===== src/inc/fesr_pkg.sv =====
// Shared constants, commands, states and carrier types of the flash error status block
package fesr_pkg;

	// Timing
	localparam int CLK_MHZ       = 100;
	localparam int PROT_BUSY_US  = 20;
	localparam int PROT_BUSY_CYC = PROT_BUSY_US * CLK_MHZ;
	localparam int PROT_CNT_W    = $clog2(PROT_BUSY_CYC + 1);

	// Widths
	localparam int ADDR_W = 25;
	localparam int SR_W   = 8;
	localparam int ECC_W  = 16;

	// Status word field positions and reset value
	localparam int SR_READY = 7;
	localparam int SR_ESUSP = 6;
	localparam int SR_ERASE = 5;
	localparam int SR_PROG  = 4;
	localparam int SR_WBA   = 3;
	localparam int SR_PSUSP = 2;
	localparam int SR_PROT  = 1;
	localparam int SR_CLR_HI = 5;
	localparam int SR_CLR_LO = 1;
	localparam logic [SR_W-1:0] SR_RESET = 8'h80;

	// ECC unit status field positions and reset value
	localparam int ECC_OFF  = 0;
	localparam int ECC_DATA = 1;
	localparam int ECC_CODE = 2;
	localparam int ECC_CORR = 3;
	localparam int ECC_DET  = 4;
	localparam logic [ECC_W-1:0] ECC_RESET = 16'h0000;

	// Configuration word bit that controls the strobe stall (0 = stall enabled)
	localparam int CFG_STALL = 2;

	typedef enum logic [3:0] {
		CMD_NONE,
		CMD_STATUS_READ,
		CMD_RESET,
		CMD_STATUS_CLEAR,
		CMD_WBA_RESET,
		CMD_ECC_READ,
		CMD_PROGRAM,
		CMD_ERASE,
		CMD_OVL_ENTER,
		CMD_ECC_ENTER,
		CMD_OTHER
	} fesr_cmd_t;

	typedef enum logic [2:0] {
		EAC_STANDBY,
		EAC_BUSY,
		EAC_ERR_HOLD,
		EAC_PROT_BUSY,
		EAC_WBA_HOLD
	} fesr_eac_t;

	typedef enum logic [1:0] {
		MODE_READ,
		MODE_OVERLAY,
		MODE_ERASE_SUSP
	} fesr_mode_t;

	typedef struct packed {
		logic erase_fail;
		logic blank_fail;
		logic program_fail;
		logic pw_fail;
		logic wba_fail;
		logic prot_hit;
	} fesr_op_res_t;

	typedef struct packed {
		logic hp_valid;
		logic corr;
		logic det;
		logic unit_off;
		logic data_err;
		logic code_err;
	} fesr_ecc_evt_t;

	typedef struct packed {
		fesr_eac_t       eac;
		fesr_mode_t      mode;
		logic [SR_W-1:0] sr;
		logic            ovl;
		logic            ecc_ovl;
		logic            poll_to;
		logic            accept;
		logic            ignore;
		logic            busy;
		logic            indet;
		logic            rwds;
		logic            cs_m;
		logic            cs_s;
	} fesr_main_st_t;

	typedef struct packed {
		logic [PROT_CNT_W-1:0] cnt;
		logic                  run;
		logic                  done;
	} fesr_tmr_st_t;

endpackage

===== src/design/fesr_ecc_track.sv =====
// ECC unit status word, sticky global flags, address trap, interrupt and strobe stall
`timescale 1ns/1ps
module fesr_ecc_track
	import fesr_pkg::*;
#(
	parameter int AW = ADDR_W
)
(
	input  wire logic            clk,
	input  wire logic            rst_n,
	input  wire logic            ce,
	input  fesr_ecc_evt_t        evt,
	input  wire logic [AW-1:0]   hp_addr,
	input  wire logic            unit_rd,
	input  wire logic            ovl_exit,
	input  wire logic            cs_low,
	input  wire logic            stall_ctl,
	input  wire logic            int_en,
	output logic [ECC_W-1:0]     status,
	output logic [AW-1:0]        trap_addr,
	output logic                 trap_valid,
	output logic                 stall,
	output logic                 int_n
);

	typedef struct packed {
		logic [2:0]    unit;
		logic          corr;
		logic          det;
		logic [AW-1:0] trap;
		logic          trap_ok;
		logic          stall;
		logic          int_n;
	} fesr_ecc_st_t;

	fesr_ecc_st_t st_r;
	fesr_ecc_st_t st_nxt;

	logic hit_corr;
	logic hit_det;

	always_comb
	begin
		hit_corr = evt.hp_valid & evt.corr;
		hit_det  = evt.hp_valid & evt.det;
		st_nxt = st_r;
		if (ovl_exit)
		begin
			st_nxt.unit    = '0;
			st_nxt.corr    = 1'b0;
			st_nxt.det     = 1'b0;
			st_nxt.trap_ok = 1'b0;
		end
		if (unit_rd)
		begin
			st_nxt.unit = {evt.code_err, evt.data_err, evt.unit_off};
		end
		// Set beats the overlay-exit clear in the same cycle
		if (hit_corr)
		begin
			st_nxt.corr = 1'b1;
		end
		if (hit_det)
		begin
			st_nxt.det = 1'b1;
		end
		// Only the first double detection since the last exit is kept
		if (hit_det && (!st_r.trap_ok || ovl_exit))
		begin
			st_nxt.trap    = hp_addr;
			st_nxt.trap_ok = 1'b1;
		end
		if (!cs_low)
		begin
			st_nxt.stall = 1'b0;
		end
		else if (hit_det && !stall_ctl)
		begin
			st_nxt.stall = 1'b1;
		end
		st_nxt.int_n = ~(int_en & (hit_corr | hit_det));
	end

	always_ff @(posedge clk)
	begin
		if (!rst_n)
		begin
			st_r       <= '0;
			st_r.int_n <= 1'b1;
		end
		else if (ce)
		begin
			st_r <= st_nxt;
		end
	end

	always_comb
	begin
		status = ECC_RESET;
		status[ECC_OFF]  = st_r.unit[0];
		status[ECC_DATA] = st_r.unit[1];
		status[ECC_CODE] = st_r.unit[2];
		status[ECC_CORR] = st_r.corr;
		status[ECC_DET]  = st_r.det;
	end

	assign trap_addr  = st_r.trap;
	assign trap_valid = st_r.trap_ok;
	assign stall      = st_r.stall;
	assign int_n      = st_r.int_n;

endmodule


===== src/design/fesr_prot_timer.sv =====
// Busy period timer for an aborted program or erase on a protected area
`timescale 1ns/1ps
module fesr_prot_timer
	import fesr_pkg::*;
#(
	parameter int CYC = PROT_BUSY_CYC
)
(
	input  wire logic clk,
	input  wire logic rst_n,
	input  wire logic ce,
	input  wire logic start,
	output logic      busy,
	output logic      done
);

	localparam logic [PROT_CNT_W-1:0] LAST = PROT_CNT_W'(CYC - 1);

	fesr_tmr_st_t st_r;
	fesr_tmr_st_t st_nxt;

	always_comb
	begin
		st_nxt = st_r;
		st_nxt.done = 1'b0;
		if (start)
		begin
			st_nxt.run = 1'b1;
			st_nxt.cnt = '0;
		end
		else if (st_r.run)
		begin
			if (st_r.cnt == LAST)
			begin
				st_nxt.run  = 1'b0;
				st_nxt.done = 1'b1;
			end
			else
			begin
				st_nxt.cnt = st_r.cnt + 1'b1;
			end
		end
	end

	always_ff @(posedge clk)
	begin
		if (!rst_n)
		begin
			st_r <= '0;
		end
		else if (ce)
		begin
			st_r <= st_nxt;
		end
	end

	assign busy = st_r.run;
	assign done = st_r.done;

endmodule


===== src/design/fesr_top.sv =====
// Embedded algorithm error status handling with ECC error reporting
`timescale 1ns/1ps

// Notes on behaviour
// - Software reset returns controller to standby and clears polling timeout flag.
// - Reset commands are ignored while a program or erase is running.
// - Reset keeps algorithm mode and outputs; leaves overlay or failed operation.
// - No wait is needed after a software reset.
// - Clearing errors returns to overlay, else erase suspend, else standby.
// - Operation error keeps controller active, reporting ready, until host clears it.
// - Operation error: bit7 set, bit5 erase/blank, bit4 program/password, bits2,1 clear.
// - During operation error only status read, reset and clear are accepted.
// - Protected target aborts; busy for the set period, bit7 clear, status read only.
// - After protection busy: bits7 and 1 set, 5/4 show failure, all commands ok.
// - New program clears bit4; new erase clears bit6.
// - Buffer abort: busy with bits7,4,3 set and bits5,2,1 clear until cleared.
// - Buffer abort cleared by abort reset or clear; status read keeps it.
// - Non-status reads during an algorithm still toggle the strobe, data indeterminate.
// - Enabled interrupt signals one or two bit ECC errors on half-page reads.
// - ECC status read command with unit address reports that unit's status.
// - Unit bits: 0 correction off, 1 data corrected, 2 check code corrected.
// - Correction and double detect bits are global, sticky since last overlay exit.
// - After double detect bits 3 to 1 are invalid; its address is trapped.
// - Bits 15 to 5 are reserved and to be ignored.
// - ECC status clears on hardware reset and on ECC overlay exit.
// - With stall enabled, double detect holds strobe low until chip select rises.
module fesr_top
	import fesr_pkg::*;
#(
	parameter int AW       = ADDR_W,
	parameter int BUSY_CYC = PROT_BUSY_CYC
)
(
	input  wire logic          clk,
	input  wire logic          rst_n,
	input  wire logic          ce,
	input  wire logic          cmd_valid,
	input  fesr_cmd_t          cmd,
	input  wire logic          op_done,
	input  fesr_op_res_t       op_res,
	input  wire logic          timeout_evt,
	input  wire logic          erase_susp,
	input  wire logic          rd_active,
	input  wire logic          rd_is_status,
	input  wire logic          rwds_in,
	input  wire logic          cs_n_pin,
	input  fesr_ecc_evt_t      ecc_evt,
	input  wire logic [AW-1:0] hp_addr,
	input  wire logic [15:0]   config_word,
	input  wire logic          int_en,
	output logic [SR_W-1:0]    status_word_r,
	output fesr_eac_t          eac_state_r,
	output fesr_mode_t         mode_r,
	output logic               busy_r,
	output logic               cmd_accept_r,
	output logic               cmd_ignored_r,
	output logic               polling_timeout_flag_r,
	output logic               data_indet_r,
	output logic               rwds_r,
	output logic [ECC_W-1:0]   ecc_unit_status,
	output logic [AW-1:0]      trap_addr,
	output logic               trap_valid,
	output logic               int_n
);

	fesr_main_st_t st_r;
	fesr_main_st_t st_nxt;

	logic prot_start;
	logic prot_done;
	logic ovl_exit;
	logic unit_rd;
	logic stall;

	// Where the device lands once an error is cleared
	function automatic fesr_mode_t ret_mode(input logic ovl, input logic esusp);
		fesr_mode_t m;
		m = MODE_READ;
		if (ovl)
		begin
			m = MODE_OVERLAY;
		end
		else if (esusp)
		begin
			m = MODE_ERASE_SUSP;
		end
		return m;
	endfunction

	// Reset command effects shared by every state that accepts it
	function automatic fesr_main_st_t sw_reset(input fesr_main_st_t s);
		fesr_main_st_t r;
		r = s;
		r.ovl     = 1'b0;
		r.ecc_ovl = 1'b0;
		r.poll_to = 1'b0;
		r.sr[SR_CLR_HI:SR_CLR_LO] = '0;
		r.eac     = EAC_STANDBY;
		return r;
	endfunction

	always_comb
	begin
		st_nxt = st_r;
		st_nxt.accept = 1'b0;
		st_nxt.ignore = 1'b0;
		prot_start = 1'b0;
		ovl_exit   = 1'b0;
		unit_rd    = 1'b0;

		// Pin synchroniser; only the second stage is looked at
		st_nxt.cs_m = cs_n_pin;
		st_nxt.cs_s = st_r.cs_m;

		st_nxt.rwds  = rwds_in & ~stall;
		st_nxt.indet = rd_active & ~rd_is_status & (st_r.eac != EAC_STANDBY);

		if (timeout_evt)
		begin
			st_nxt.poll_to = 1'b1;
		end
		st_nxt.sr[SR_ESUSP] = erase_susp;
		st_nxt.sr[SR_PSUSP] = 1'b0;

		case (st_r.eac)
			EAC_STANDBY:
			begin
				if (cmd_valid)
				begin
					st_nxt.accept = 1'b1;
					case (cmd)
						CMD_PROGRAM:
						begin
							st_nxt.sr[SR_PROG]  = 1'b0;
							st_nxt.sr[SR_READY] = 1'b0;
							st_nxt.eac = EAC_BUSY;
						end
						CMD_ERASE:
						begin
							st_nxt.sr[SR_ESUSP] = 1'b0;
							st_nxt.sr[SR_READY] = 1'b0;
							st_nxt.eac = EAC_BUSY;
						end
						CMD_RESET:
						begin
							ovl_exit = st_r.ecc_ovl;
							st_nxt = sw_reset(st_nxt);
						end
						CMD_STATUS_CLEAR:
						begin
							st_nxt.sr[SR_CLR_HI:SR_CLR_LO] = '0;
						end
						CMD_OVL_ENTER:
						begin
							st_nxt.ovl = 1'b1;
						end
						CMD_ECC_ENTER:
						begin
							st_nxt.ecc_ovl = 1'b1;
							st_nxt.ovl     = 1'b1;
						end
						CMD_ECC_READ:
						begin
							if (st_r.ecc_ovl)
							begin
								unit_rd = 1'b1;
							end
							else
							begin
								st_nxt.accept = 1'b0;
								st_nxt.ignore = 1'b1;
							end
						end
						default:
						begin
							st_nxt.accept = 1'b1;
						end
					endcase
				end
			end
			EAC_BUSY:
			begin
				if (cmd_valid)
				begin
					st_nxt.accept = (cmd == CMD_STATUS_READ);
					st_nxt.ignore = (cmd != CMD_STATUS_READ);
				end
				if (op_done)
				begin
					if (op_res.prot_hit)
					begin
						prot_start = 1'b1;
						st_nxt.eac = EAC_PROT_BUSY;
						st_nxt.sr[SR_ERASE] = op_res.erase_fail;
						st_nxt.sr[SR_PROG]  = op_res.program_fail | op_res.pw_fail;
						st_nxt.sr[SR_WBA]   = 1'b0;
						st_nxt.sr[SR_PROT]  = 1'b1;
					end
					else if (op_res.wba_fail)
					begin
						st_nxt.eac = EAC_WBA_HOLD;
						st_nxt.sr[SR_READY] = 1'b1;
						st_nxt.sr[SR_ERASE] = 1'b0;
						st_nxt.sr[SR_PROG]  = 1'b1;
						st_nxt.sr[SR_WBA]   = 1'b1;
						st_nxt.sr[SR_PROT]  = 1'b0;
					end
					else if (op_res.erase_fail || op_res.blank_fail ||
						op_res.program_fail || op_res.pw_fail)
					begin
						st_nxt.eac = EAC_ERR_HOLD;
						st_nxt.sr[SR_READY] = 1'b1;
						st_nxt.sr[SR_ERASE] = op_res.erase_fail | op_res.blank_fail;
						st_nxt.sr[SR_PROG]  = op_res.program_fail | op_res.pw_fail;
						st_nxt.sr[SR_PROT]  = 1'b0;
					end
					else
					begin
						st_nxt.eac = EAC_STANDBY;
						st_nxt.sr[SR_READY] = 1'b1;
					end
				end
			end
			EAC_ERR_HOLD:
			begin
				if (cmd_valid)
				begin
					case (cmd)
						CMD_STATUS_READ:
						begin
							st_nxt.accept = 1'b1;
						end
						CMD_RESET:
						begin
							st_nxt.accept = 1'b1;
							ovl_exit = st_r.ecc_ovl;
							st_nxt = sw_reset(st_nxt);
						end
						CMD_STATUS_CLEAR:
						begin
							st_nxt.accept = 1'b1;
							st_nxt.sr[SR_CLR_HI:SR_CLR_LO] = '0;
							st_nxt.eac = EAC_STANDBY;
						end
						default:
						begin
							st_nxt.ignore = 1'b1;
						end
					endcase
				end
			end
			EAC_PROT_BUSY:
			begin
				if (cmd_valid)
				begin
					st_nxt.accept = (cmd == CMD_STATUS_READ);
					st_nxt.ignore = (cmd != CMD_STATUS_READ);
				end
				if (prot_done)
				begin
					st_nxt.sr[SR_READY] = 1'b1;
					st_nxt.eac = EAC_STANDBY;
				end
			end
			EAC_WBA_HOLD:
			begin
				if (cmd_valid)
				begin
					case (cmd)
						CMD_STATUS_READ:
						begin
							st_nxt.accept = 1'b1;
						end
						CMD_WBA_RESET,
						CMD_STATUS_CLEAR:
						begin
							st_nxt.accept = 1'b1;
							st_nxt.sr[SR_CLR_HI:SR_CLR_LO] = '0;
							st_nxt.eac = EAC_STANDBY;
						end
						default:
						begin
							st_nxt.ignore = 1'b1;
						end
					endcase
				end
			end
			default:
			begin
				st_nxt.eac = EAC_STANDBY;
			end
		endcase

		// Protection busy and abort hold look busy to the host; error hold looks ready
		st_nxt.busy = (st_nxt.eac == EAC_BUSY) || (st_nxt.eac == EAC_PROT_BUSY) ||
			(st_nxt.eac == EAC_WBA_HOLD);
		st_nxt.mode = ret_mode(st_nxt.ovl, erase_susp);
	end

	always_ff @(posedge clk)
	begin
		if (!rst_n)
		begin
			st_r      <= '0;
			st_r.eac  <= EAC_STANDBY;
			st_r.mode <= MODE_READ;
			st_r.sr   <= SR_RESET;
			st_r.cs_m <= 1'b1;
			st_r.cs_s <= 1'b1;
		end
		else if (ce)
		begin
			st_r <= st_nxt;
		end
	end

	fesr_prot_timer #(
		.CYC (BUSY_CYC)
	) u_prot_timer (
		.clk   (clk),
		.rst_n (rst_n),
		.ce    (ce),
		.start (prot_start),
		.busy  (),
		.done  (prot_done)
	);

	fesr_ecc_track #(
		.AW (AW)
	) u_ecc_track (
		.clk        (clk),
		.rst_n      (rst_n),
		.ce         (ce),
		.evt        (ecc_evt),
		.hp_addr    (hp_addr),
		.unit_rd    (unit_rd),
		.ovl_exit   (ovl_exit),
		.cs_low     (~st_r.cs_s),
		.stall_ctl  (config_word[CFG_STALL]),
		.int_en     (int_en),
		.status     (ecc_unit_status),
		.trap_addr  (trap_addr),
		.trap_valid (trap_valid),
		.stall      (stall),
		.int_n      (int_n)
	);

	assign status_word_r          = st_r.sr;
	assign eac_state_r            = st_r.eac;
	assign mode_r                 = st_r.mode;
	assign busy_r                 = st_r.busy;
	assign cmd_accept_r           = st_r.accept;
	assign cmd_ignored_r          = st_r.ignore;
	assign polling_timeout_flag_r = st_r.poll_to;
	assign data_indet_r           = st_r.indet;
	assign rwds_r                 = st_r.rwds;

endmodule


===== config.mk =====
export PLATFORM = sky130hd
export DESIGN_NAME = fesr_top
export DESIGN_NICKNAME = d
export VERILOG_FILES = /design/src/inc/fesr_pkg.sv /design/src/design/fesr_ecc_track.sv /design/src/design/fesr_prot_timer.sv /design/src/design/fesr_top.sv
export SDC_FILE = /design/constraint.sdc
export NUM_CORES = 1
export LEC_CHECK = 0
export ABC_AREA = 1
export ABC_CLOCK_PERIOD_IN_PS = 1300
export BUFFER_PORTS_ARGS = -buffer_cell sky130_fd_sc_hd__buf_2
export CORE_MARGIN = 2
export CORE_UTILIZATION = 44
export CTS_BUF_LIST = sky130_fd_sc_hd__clkbuf_16
export CTS_CLUSTER_SIZE = 16
export DETAILED_ROUTE_END_ITERATION = 8
export PLACE_DENSITY = 0.79
export REMOVE_ABC_BUFFERS = 1
export SLEW_MARGIN = 15
export SYNTH_ARGS = -nofsm -noshare
export SYNTH_HDL_FRONTEND = slang
export SYNTH_SLANG_ARGS = --single-unit

===== constraint.sdc =====
create_clock -name clk -period 1.3 [get_ports clk]
set_input_delay 0.13 -clock clk [delete_from_list [all_inputs] [get_ports clk]]
set_output_delay 0.13 -clock clk [all_outputs]
set_load 0.01 [all_outputs]

# Word level (Yosys, flattened, before mapping)
# Index checks and enable logic that the tools add are counted.
word_totals:
  latchBits: 0
  n_memories: 0
  mem_bits_rw: 0
  regBits: 68
  romBits: 0
  in_bits: 69
classes:
  n_mux: 79
  shifts: 0
  reduce_logical: 42
  n_mul: 0
  magnitude_cmp: 0
  eq_ne: 34
  div_mod_pow: 0
  bitwise: 13
  add_sub_neg: 1
ops:
  columns: ["operator", "n"]
  rows:
  - ["$mux W23", 2]
  - ["$mux W1", 37]
  - ["$mux W3", 12]
  - ["$reduce_and A10 Y1", 3]
  - ["$mux W5", 4]
  - ["$ne A2 B2 Y1 const B", 10]
  - ["$mux W2", 9]
  - ["$eq A4 B3 Y1 const B", 4]
  - ["$pmux W3 S5", 1]
  - ["$reduce_bool A2 Y1", 7]
  - ["$mux W13", 1]
  - ["$mux W12", 1]
  - ["$pmux W3 S2", 2]
  - ["$pmux W3 S4", 1]
  - ["$reduce_and A2 Y1", 6]
  - ["$reduce_or A2 Y1", 6]
  - ["$add A11 B1 Y11 const B", 1]
  - ["$eq A11 B11 Y1 const B", 1]
  - ["$mux W11", 1]
  - ["$eq A3 B2 Y1 const B", 3]
  - ["$reduce_or A3 Y1", 3]
  - ["$eq A4 B2 Y1 const B", 2]
  - ["$eq A4 B4 Y1 const B", 2]
  - ["$pmux W1 S4", 2]
  - ["24 further kinds", 48]

# Longest topological paths before layout
# Gate-level depths: netlist of the first run.
depth:
  depth_word: 11
  mapped_depth: 10
  ltp_nobuf: 10

# Cells and area by module
# From an unflattened synthesis of the first run, not the netlist that was laid out.
unflattened:
  hier_cells: 559
  hier_area_um2: 3664.8
by_module_without_submodules:
  columns: ["mod", "instances", "area_each_um2", "cells_each"]
  rows:
  - ["fesr_ecc_track", 1, 1491.4, 219]
  - ["fesr_top", 1, 1347.5, 222]
  - ["fesr_prot_timer", 1, 825.8, 118]

# Least setup slack after synthesis of the first run
# Ideal clock, no wire load.
synth_path:
  path_kind: "register to register"
  from: "reg st_r (netlist bit eac_state_r[1])"
  to: "reg u_ecc_track.st_r (netlist bit u_ecc_track.trap_addr[20])"
  setup_slack_ns: -0.138
  arrival_time_ns: 1.308
  stages_incl_launch_ff: 11
  required_time_ns: 1.169
  setup_time_ns: 0.131
  n_path_buf: 2
  cell_sequence: "dfxtp_1 buf_2 nor2_1 nand2_1 nand2_2 nand3_2 nand2_4 nand2_4 buf_6 nand2_1 a21oi_2"
synth_via:
  elab_chain_cells: 6
  word_cells_on_any_way: 7
synth_rtl:
  columns: ["element", "line", "text"]
  rows:
  - ["start: declaration", "fesr_top.sv:66", "fesr_main_st_t st_r;"]
  - ["start signal: assignment", "fesr_top.sv:313", "st_r <= st_nxt;"]
  - ["$eq A3 B2 Y1 / $logic_not A3 Y1 (equally long branches)", "fesr_top.sv:125", "case (st_r.eac)"]
  - ["$reduce_or A2 Y1 (no line) *", null, null]
  - ["$mux W1 *", null, null]
  - ["$logic_or A1 B1 Y1 *", "fesr_ecc_track.sv:68", "if (hit_det && (!st_r.trap_ok || ovl_exit))"]
  - ["$logic_and A1 B1 Y1 *", "fesr_ecc_track.sv:68", null]
  - ["$reduce_and A2 Y1 (no line) *", null, null]
  - ["end signal: assignment", "fesr_ecc_track.sv:93", "st_r <= st_nxt;"]
  - ["end: declaration", "fesr_ecc_track.sv:36", "fesr_ecc_st_t st_r;"]
# Every way passes the cells marked *; elsewhere a longest branch is shown, timed or not.
# A chain may end at the register's enable or synchronous reset.

# Final worst setup path of the first run
layout_path:
  from: "reg st_r (netlist bit eac_state_r[2])"
  to: "reg u_prot_timer.st_r[12] (netlist name)"
layout_via:
  elab_chain_cells: 4
  word_cells_on_any_way: 6
layout_rtl:
  columns: ["element", "line", "text"]
  rows:
  - ["$eq A3 B1 Y1 *", "fesr_top.sv:125", null]
  - ["$mux W1 *", "fesr_top.sv:125", null]
  - ["$ne A2 B2 Y1 (no line) / $reduce_bool A2 Y1 (equally long branches)", null, null]
  - ["$reduce_and A3 Y1 (no line)", null, null]
  - ["end signal: assignment", "fesr_prot_timer.sv:53", "st_r <= st_nxt;"]
  - ["end: declaration", "fesr_prot_timer.sv:19", "fesr_tmr_st_t st_r;"]
# Marks and branches as above.

==> results of run 1 <==
## worst max-delay path: cells and delay by family (launching register included)
kind          cells  cell delay (ns)
buf+inv           4             0.38
flops             1             0.36
simple gates      7             0.71
## flip-flops by register name, indices dropped and copies added, names as in the netlist, 2 cells and up
| register | count |
|---|---|
| u_prot_timer.st_r | 11 |
| mode_r | 2 |
| eac_state_r | 3 |
| st_r | 3 |
| u_ecc_track.status | 5 |
| status_word_r | 6 |
| u_ecc_track.trap_addr | 25 |
## cell type report
class	instances	area, um^2
fillers	568	2150
multi-input cells	361	2080
flip-flops and latches	66	1340
repair buffers	175	1200
clock buffers	9	225
inverters	47	184
well taps	99	124
clock inverters	7	76.3
## power groups by stage
stage	registers, mW	clock network, mW	logic, mW
2_1_floorplan	2.23	0	0.372
3_3_place_gp	2.19	0	0.823
3_5_place_dp	2.19	0	0.832
4_1_cts	2.15	2.49	0.967
5_1_grt	2.17	2.58	1.15
6_report	2.16	2.47	1.06
## cell usage in the layout, fill, tap and decap left out, drive strengths merged
cell type	Yosys	final
a21oi	57	57
buf	32	174
bufinv	0	1
clkbuf	8	10
clkinv	2	3
clkinvlp	0	2
conb	1	13
dfxtp	66	66
ha	1	1
inv	45	48
nand2	116	118
nand3	62	62
nand3b	2	2
nand4	8	8
nor2	72	72
nor3	4	4
o211a	1	1
o211ai	1	1
o21ai	20	20
o31ai	1	1
o32ai	1	1
## cells by family after synthesis
logic type,share of synthesized area [%]
AO/OA/AOI/OAI,12.6
adder cells (fa/ha/maj),0.369
buffers and inverters,13.5
flip-flops,39.0
other,0.111
AND/OR/NAND/NOR,34.4
## metal layers
metal / wire length (um) / vias up / global-route usage, %
li1: - / 1919 / -
met1: 4470 / 1839 / 29.2
met2: 5750 / 188 / 42.3
met3: 770 / 27 / 5.92
met4: 257 / 0 / 7.46
met5: 0 / - / 0
## worst max-delay path by stage
stage | slack [ns] | cells past startpoint | end
after global placement | -0.17 | 9 | u_prot_timer.st_r[11]$_SDFFE_PN0P_
after floorplan | -0.28 | 7 | u_ecc_track.trap_addr[20]$_SDFFE_PN0P_
after detailed placement | -0.29 | 8 | u_ecc_track.status[1]$_SDFFE_PN0P_
after CTS | -0.11 | 10 | u_prot_timer.st_r[5]$_SDFFE_PN0P_
after global routing | -0.29 | 11 | u_prot_timer.st_r[12]$_SDFFE_PN0P_
final | -0.23 | 11 | u_prot_timer.st_r[12]$_SDFFE_PN0P_
## what timing repair did
item	CTS	global route
gates resized for setup	76	52
setup endpoints to repair	59	61
cloned	4	1
setup buffers	14	6
pin swaps	40	24
==> results.yml, run 1 <==
outcome:
  status: "finished with violations"
  violations: "setup timing"
sta:
  fin_hold_ws_ns: 0.0338
  fmax_ghz: 0.654
  clock_skew_ns: 0.00787
  fin_crit_ns: 1.53
  finalHoldViolations: 0
  tns_ns: -6.11
  setup_violations: 55
  setup_ws_ns: -0.228
  slew_viol_final: 0
  min_period_over_period_pct: 118
  grt_setup_unrepaired: "yes"
setup_path:
  r2r_cells: 11
  crit_type: "register to register"
  crit_fanout: 8
  crit_start: "eac_state_r[2]$_SDFFE_PN0P_"
  r2r-start: "eac_state_r[2]$_SDFFE_PN0P_"
  path_cells: "inv_6, buf_6, nand2_8, nor2_4, nand4_4, nand2_4, buf_12, nand3_4, nand2_2, inv_1, nor2_1"
  cp_slowest_stage_delay_ns: 0.36
  r2r_slack_ns: -0.23
  r2r_end: "u_prot_timer.st_r[12]$_SDFFE_PN0P_"
  endpoint_kind: "register"
  start_kind: "register"
  cp_slowest_cell: "dfxtp_4"
  worstPathArrival_ns: 1.80
  worstPathRequired_ns: 1.57
yosys:
  syn_avg_cell_area_um2: 6.78
  ys_seq_area_share_pct: 39.0
  async_reset_ff_share_pct: 0
  synth_most_common_cell: "nand2_1"
  synth_area_um2: 3390
  synthCells: 500
  synth_enable_flop_cells: 0
  yosysWarnings: 0
  ys_seq_elements: 66
  synth_top_area_cell: "dfxtp_1"
  synth_top_cell_area_share_pct: 39.0
  synth.distinct_cells: 30
  synth_area_leaders: "dfxtp_1 39%, nand2_1 12%, nand3_1 9.0%"
  synth_flop_cell: "dfxtp_1"
  synthTopCellsByCount: "111 x nand2_1, 68 x nor2_1, 66 x dfxtp_1"
placed_design:
  dpl-instance-area_um2: 4230
  hpwl_mm: 6.90
  place_inst: 726
  port_buffers: 102
  pre_cts_slack_ns: -0.286
  gp_congestion: 0.924
worst_hold_path:
  min_to: "st_r[1]$_SDFFE_PN1P_"
  hp-start: "cs_n_pin"
  hold_depth: 3
  hold_class: "primary input to register"
detailed_routing:
  first_pass_iters: 4
  routed_wl_mm: 11.2
  wl_per_cell_um: 14.7
  vias: 3973
  drc: 0
  drtIter0Drc: 252
  drtAntennaViolNets: 0
  via_per_inst: 5.20
floorplanning:
  coreArea_um2: 7370
  die_h_um: 91.8
  dieArea_um2: 8420
  rows: 31
  ios: 131
  start_util_pct: 46.0
  die_w_um: 91.8
cts:
  clkTransAtPathRegs_ns: 0.05
  insertion_delay_ns: 0.34
  clkSinkCount: 66
  numCtsBuffers: 9
  cts_tree: "yes"
  cts_buffer_depth: 2
  ctsHoldBuffers: 0
  cts_max_level: 3
  clock-root-buffer: "clkbuf_16"
power:
  swShare_pct: 28.5
  power_switching_mw: 1.62
  pwr-share-clk_pct: 43.4
  cell_internal_pwr_mw: 4.07
  powerDensity_nw_per_um2: 1090
  seqPwrFrac_pct: 37.9
  p_leak_nw: 2.48
  power.total_mw: 5.69
  irDropWorstVdd_v: 0.000680
  power_frac_comb_pct: 18.7
cells_and_area:
  instances_no_fill: 764
  diodes: 0
  nets: 730
  fin_area_um2: 5220
  post-route-util_pct: 70.9
  drive_gt1_share_pct: 44.4
  areaGrowthSynthToFinish_pct: 54.2
grt:
  grt_pass1_vias: 3553
  grt_max_degree: 29
  grt_pass1_wl_mm: 16.4
  overflow: 0
  track_usage_pct: 24.2
  antenna_found_initial: 0
run:
  cap_viol_max_count: 0
No activity file was read; power rests on OpenSTA's default activity.
==> run 2: changes to the inputs <==
--- a/config.mk
+++ b/config.mk
@@ -5,15 +5,14 @@
 export SDC_FILE = /design/constraint.sdc
 export NUM_CORES = 1
 export LEC_CHECK = 0
-export ABC_AREA = 1
-export ABC_CLOCK_PERIOD_IN_PS = 1300
-export BUFFER_PORTS_ARGS = -buffer_cell sky130_fd_sc_hd__buf_2
+export ABC_CLOCK_PERIOD_IN_PS = 2000
+export BUFFER_PORTS_ARGS = -buffer_cell sky130_fd_sc_hd__buf_4
 export CORE_MARGIN = 2
-export CORE_UTILIZATION = 44
+export CORE_UTILIZATION = 54
 export CTS_BUF_LIST = sky130_fd_sc_hd__clkbuf_16
 export CTS_CLUSTER_SIZE = 16
 export DETAILED_ROUTE_END_ITERATION = 8
-export PLACE_DENSITY = 0.79
+export PLACE_DENSITY = 0.89
 export REMOVE_ABC_BUFFERS = 1
 export SLEW_MARGIN = 15
 export SYNTH_ARGS = -nofsm -noshare
==> constraint.sdc (replaced) <==
create_clock -name clk -period 2 [get_ports clk]
set_input_delay 0.2 -clock clk [delete_from_list [all_inputs] [get_ports clk]]
set_output_delay 0.2 -clock clk [all_outputs]
set_load 0.01 [all_outputs]
==> run 2 against run 1 <==
Net effect: the run now ends clean; register-to-register slack improved by 0.36 ns; cell count decreased by 24%; critical path depth decreased by 6; worst setup slack improved by 0.36 ns; sequential power decreased by 36%; die area decreased by 14%; combinational power decreased by 62%; critical endpoint is now u_ecc_track.status[1]$_SDFFE_PN0P_; largest power group unchanged; highest routed layer unchanged.
==> results.yml, run 2 <==
sta:
  fmax_ghz: 0.537
  setup_violations: 0
  fin_hold_ws_ns: 0.114
  fin_crit_ns: 1.86
  tns_ns: 0
  finalHoldViolations: 0
  clock_skew_ns: 0.00383
  relSlewSlack_pct: 58.5
  worst_pin_slew_ns: 0.613
  setup_ws_ns: 0.137
  slew_viol_final: 0
  min_period_over_period_pct: 93.2
  grt_setup_unrepaired: "no"
detailed_routing:
  drc: 0
  drtAntennaViolNets: 0
  first_pass_iters: 4
  vias: 3317
  drtIter0Drc: 264
  wl_per_cell_um: 15.3
  routed_wl_mm: 8.89
  via_per_inst: 5.71
grt:
  track_usage_pct: 24.6
  overflow: 0
  grt_pass1_vias: 3172
  antenna_found_initial: 0
  grt_max_degree: 29
  grt_pass1_wl_mm: 14.4
placed_design:
  pre_cts_slack_ns: 0.253
  hpwl_mm: 6.16
  gp_congestion: 0.817
  place_inst: 565
  port_buffers: 102
floorplanning:
  dieArea_um2: 7250
  start_util_pct: 56.0
  rows: 29
  die_w_um: 85.2
  coreArea_um2: 6350
  die_h_um: 85.2
  ios: 131
yosys:
  synth_area_leaders: "dfxtp_1 37%, nand2_1 8.8%, mux2i_1 8.7%"
  synth_top_cell_area_share_pct: 37.1
  yosysWarnings: 0
  ys_seq_area_share_pct: 37.1
  synth.distinct_cells: 68
  syn_avg_cell_area_um2: 8.62
  async_reset_ff_share_pct: 0
  ys_seq_elements: 66
  synthTopCellsByCount: "83 x nand2_1, 66 x dfxtp_1, 31 x mux2i_1"
  synth_area_um2: 3560
  synth_top_area_cell: "dfxtp_1"
  synth_enable_flop_cells: 0
  synth_most_common_cell: "nand2_1"
  synthCells: 413
  synth_flop_cell: "dfxtp_1"
power:
  power_frac_comb_pct: 12.0
  pwr-share-clk_pct: 46.5
  p_leak_nw: 1.84
  powerDensity_nw_per_um2: 735
  power_switching_uw: 820
  cell_internal_pwr_mw: 2.51
  swShare_pct: 24.7
  seqPwrFrac_pct: 41.5
  irDropWorstVdd_v: 0.000638
cells_and_area:
  diodes: 0
  post-route-util_pct: 71.3
  nets: 569
  final_cell_mix: "110 x buf_4, 83 x nand2_1, 66 x dfxtp_1, 31 x mux2i_1, 22 x a21oi_1"
  instances_no_fill: 581
  drive_gt1_share_pct: 29.2
  largest_reg_flops: 25
  areaGrowthSynthToFinish_pct: 27.1
  final_common_cell: "buf_4"
cts:
  cts_buffer_depth: 2
  clkTransAtPathRegs_ns: 0.05
  clkSinkCount: 66
  numCtsBuffers: 9
  cts_max_level: 3
  cts_tree: "yes"
  postCtsResizedCells: 0
  post_cts_buffers: 0
  ctsHoldBuffers: 0
  insertion_delay_ns: 0.33
  clock-root-buffer: "clkbuf_16"
setup_path:
  start_kind: "register"
  endpoint_kind: "register"
  critPathTopFamily: "simple AND/OR/NAND/NOR gates"
  worstPathArrival_ns: 2.10
  cp_slowest_cell: "dfxtp_1"
  crit_type: "register to register"
  path_cells: "buf_4, nor3_2, and4_2, nand4_1, a31oi_1"
  crit_fanout: 15
  worstPathRequired_ns: 2.24
  cp_slowest_stage_delay_ns: 0.45
  crit_buf_inv: 1
run:
  cap_viol_max_count: 0
worst_hold_path:
  hold_class: "primary input to register"
outcome:
  status: "complete, no violations"
run 2: cell type report:
type,count,area [um^2]
tap,77,96.3
inverter,7,26.3
timing repair buffer,112,866
fill,458,1830
multi-input combinational,303,1920
sequential,66,1320
clock buffer,9,225
clock inverter,7,68.8
run 2: worst paths after layout:
check	from	to	slack, ns	cells past startpoint
hold / removal	cs_n_pin	st_r[1]$_SDFFE_PN1P_	0.11	3
setup / recovery	eac_state_r[0]$_SDFFE_PN0P_	u_ecc_track.status[1]$_SDFFE_PN0P_	0.14	5
hold reg to reg	status_word_r[3]$_SDFFE_PN0P_	status_word_r[3]$_SDFFE_PN0P_	0.46	2
setup reg to reg	eac_state_r[0]$_SDFFE_PN0P_	u_ecc_track.status[1]$_SDFFE_PN0P_	0.14	5
run 2: metal layers:
metal / track usage (%) / vias to the layer above / routed length, um
li1: - / 1599 / -
met1: 30.2 / 1568 / 3670
met2: 41.3 / 133 / 4360
met3: 5.35 / 17 / 662
met4: 11.0 / 0 / 200
met5: 0 / - / 0
run 2: cell families after synthesis:
family,Yosys count,synth area share (%)
AOI/OAI and AO/OA,68,13.0
xor gates and xnor gates,7,1.72
adders and majority gates,1,0.352
buffers and inverters,56,10.2
DFF,66,37.1
muxes,31,8.72
other,1,0.105
and+or+nand+nor,183,28.8
run 2: metrics by stage:
step / power (mW) / area, um^2
6_report: 3.33 / 4520
3_5_place_dp: 1.80 / 4230
5_1_grt: 3.43 / 4520
4_1_cts: 3.33 / 4520
2_1_floorplan: 1.57 / 3270
3_3_place_gp: 1.78 / 4230
run 2: power groups by stage:
stage	combinational [mW]	sequential, mW	clock (mW)
floorplan	0.147	1.42	0
global placement	0.381	1.40	0
detailed placement	0.393	1.40	0
CTS	0.398	1.38	1.56
global route	0.432	1.38	1.62
finish	0.399	1.38	1.55
run 2: worst register-to-register path, stage by stage, from the launching register on:
cell and delay (ns):
dfxtp_1 0.45, buf_4 0.24, nor3_2 0.39, and4_2 0.33, nand4_1 0.13, a31oi_1 0.24
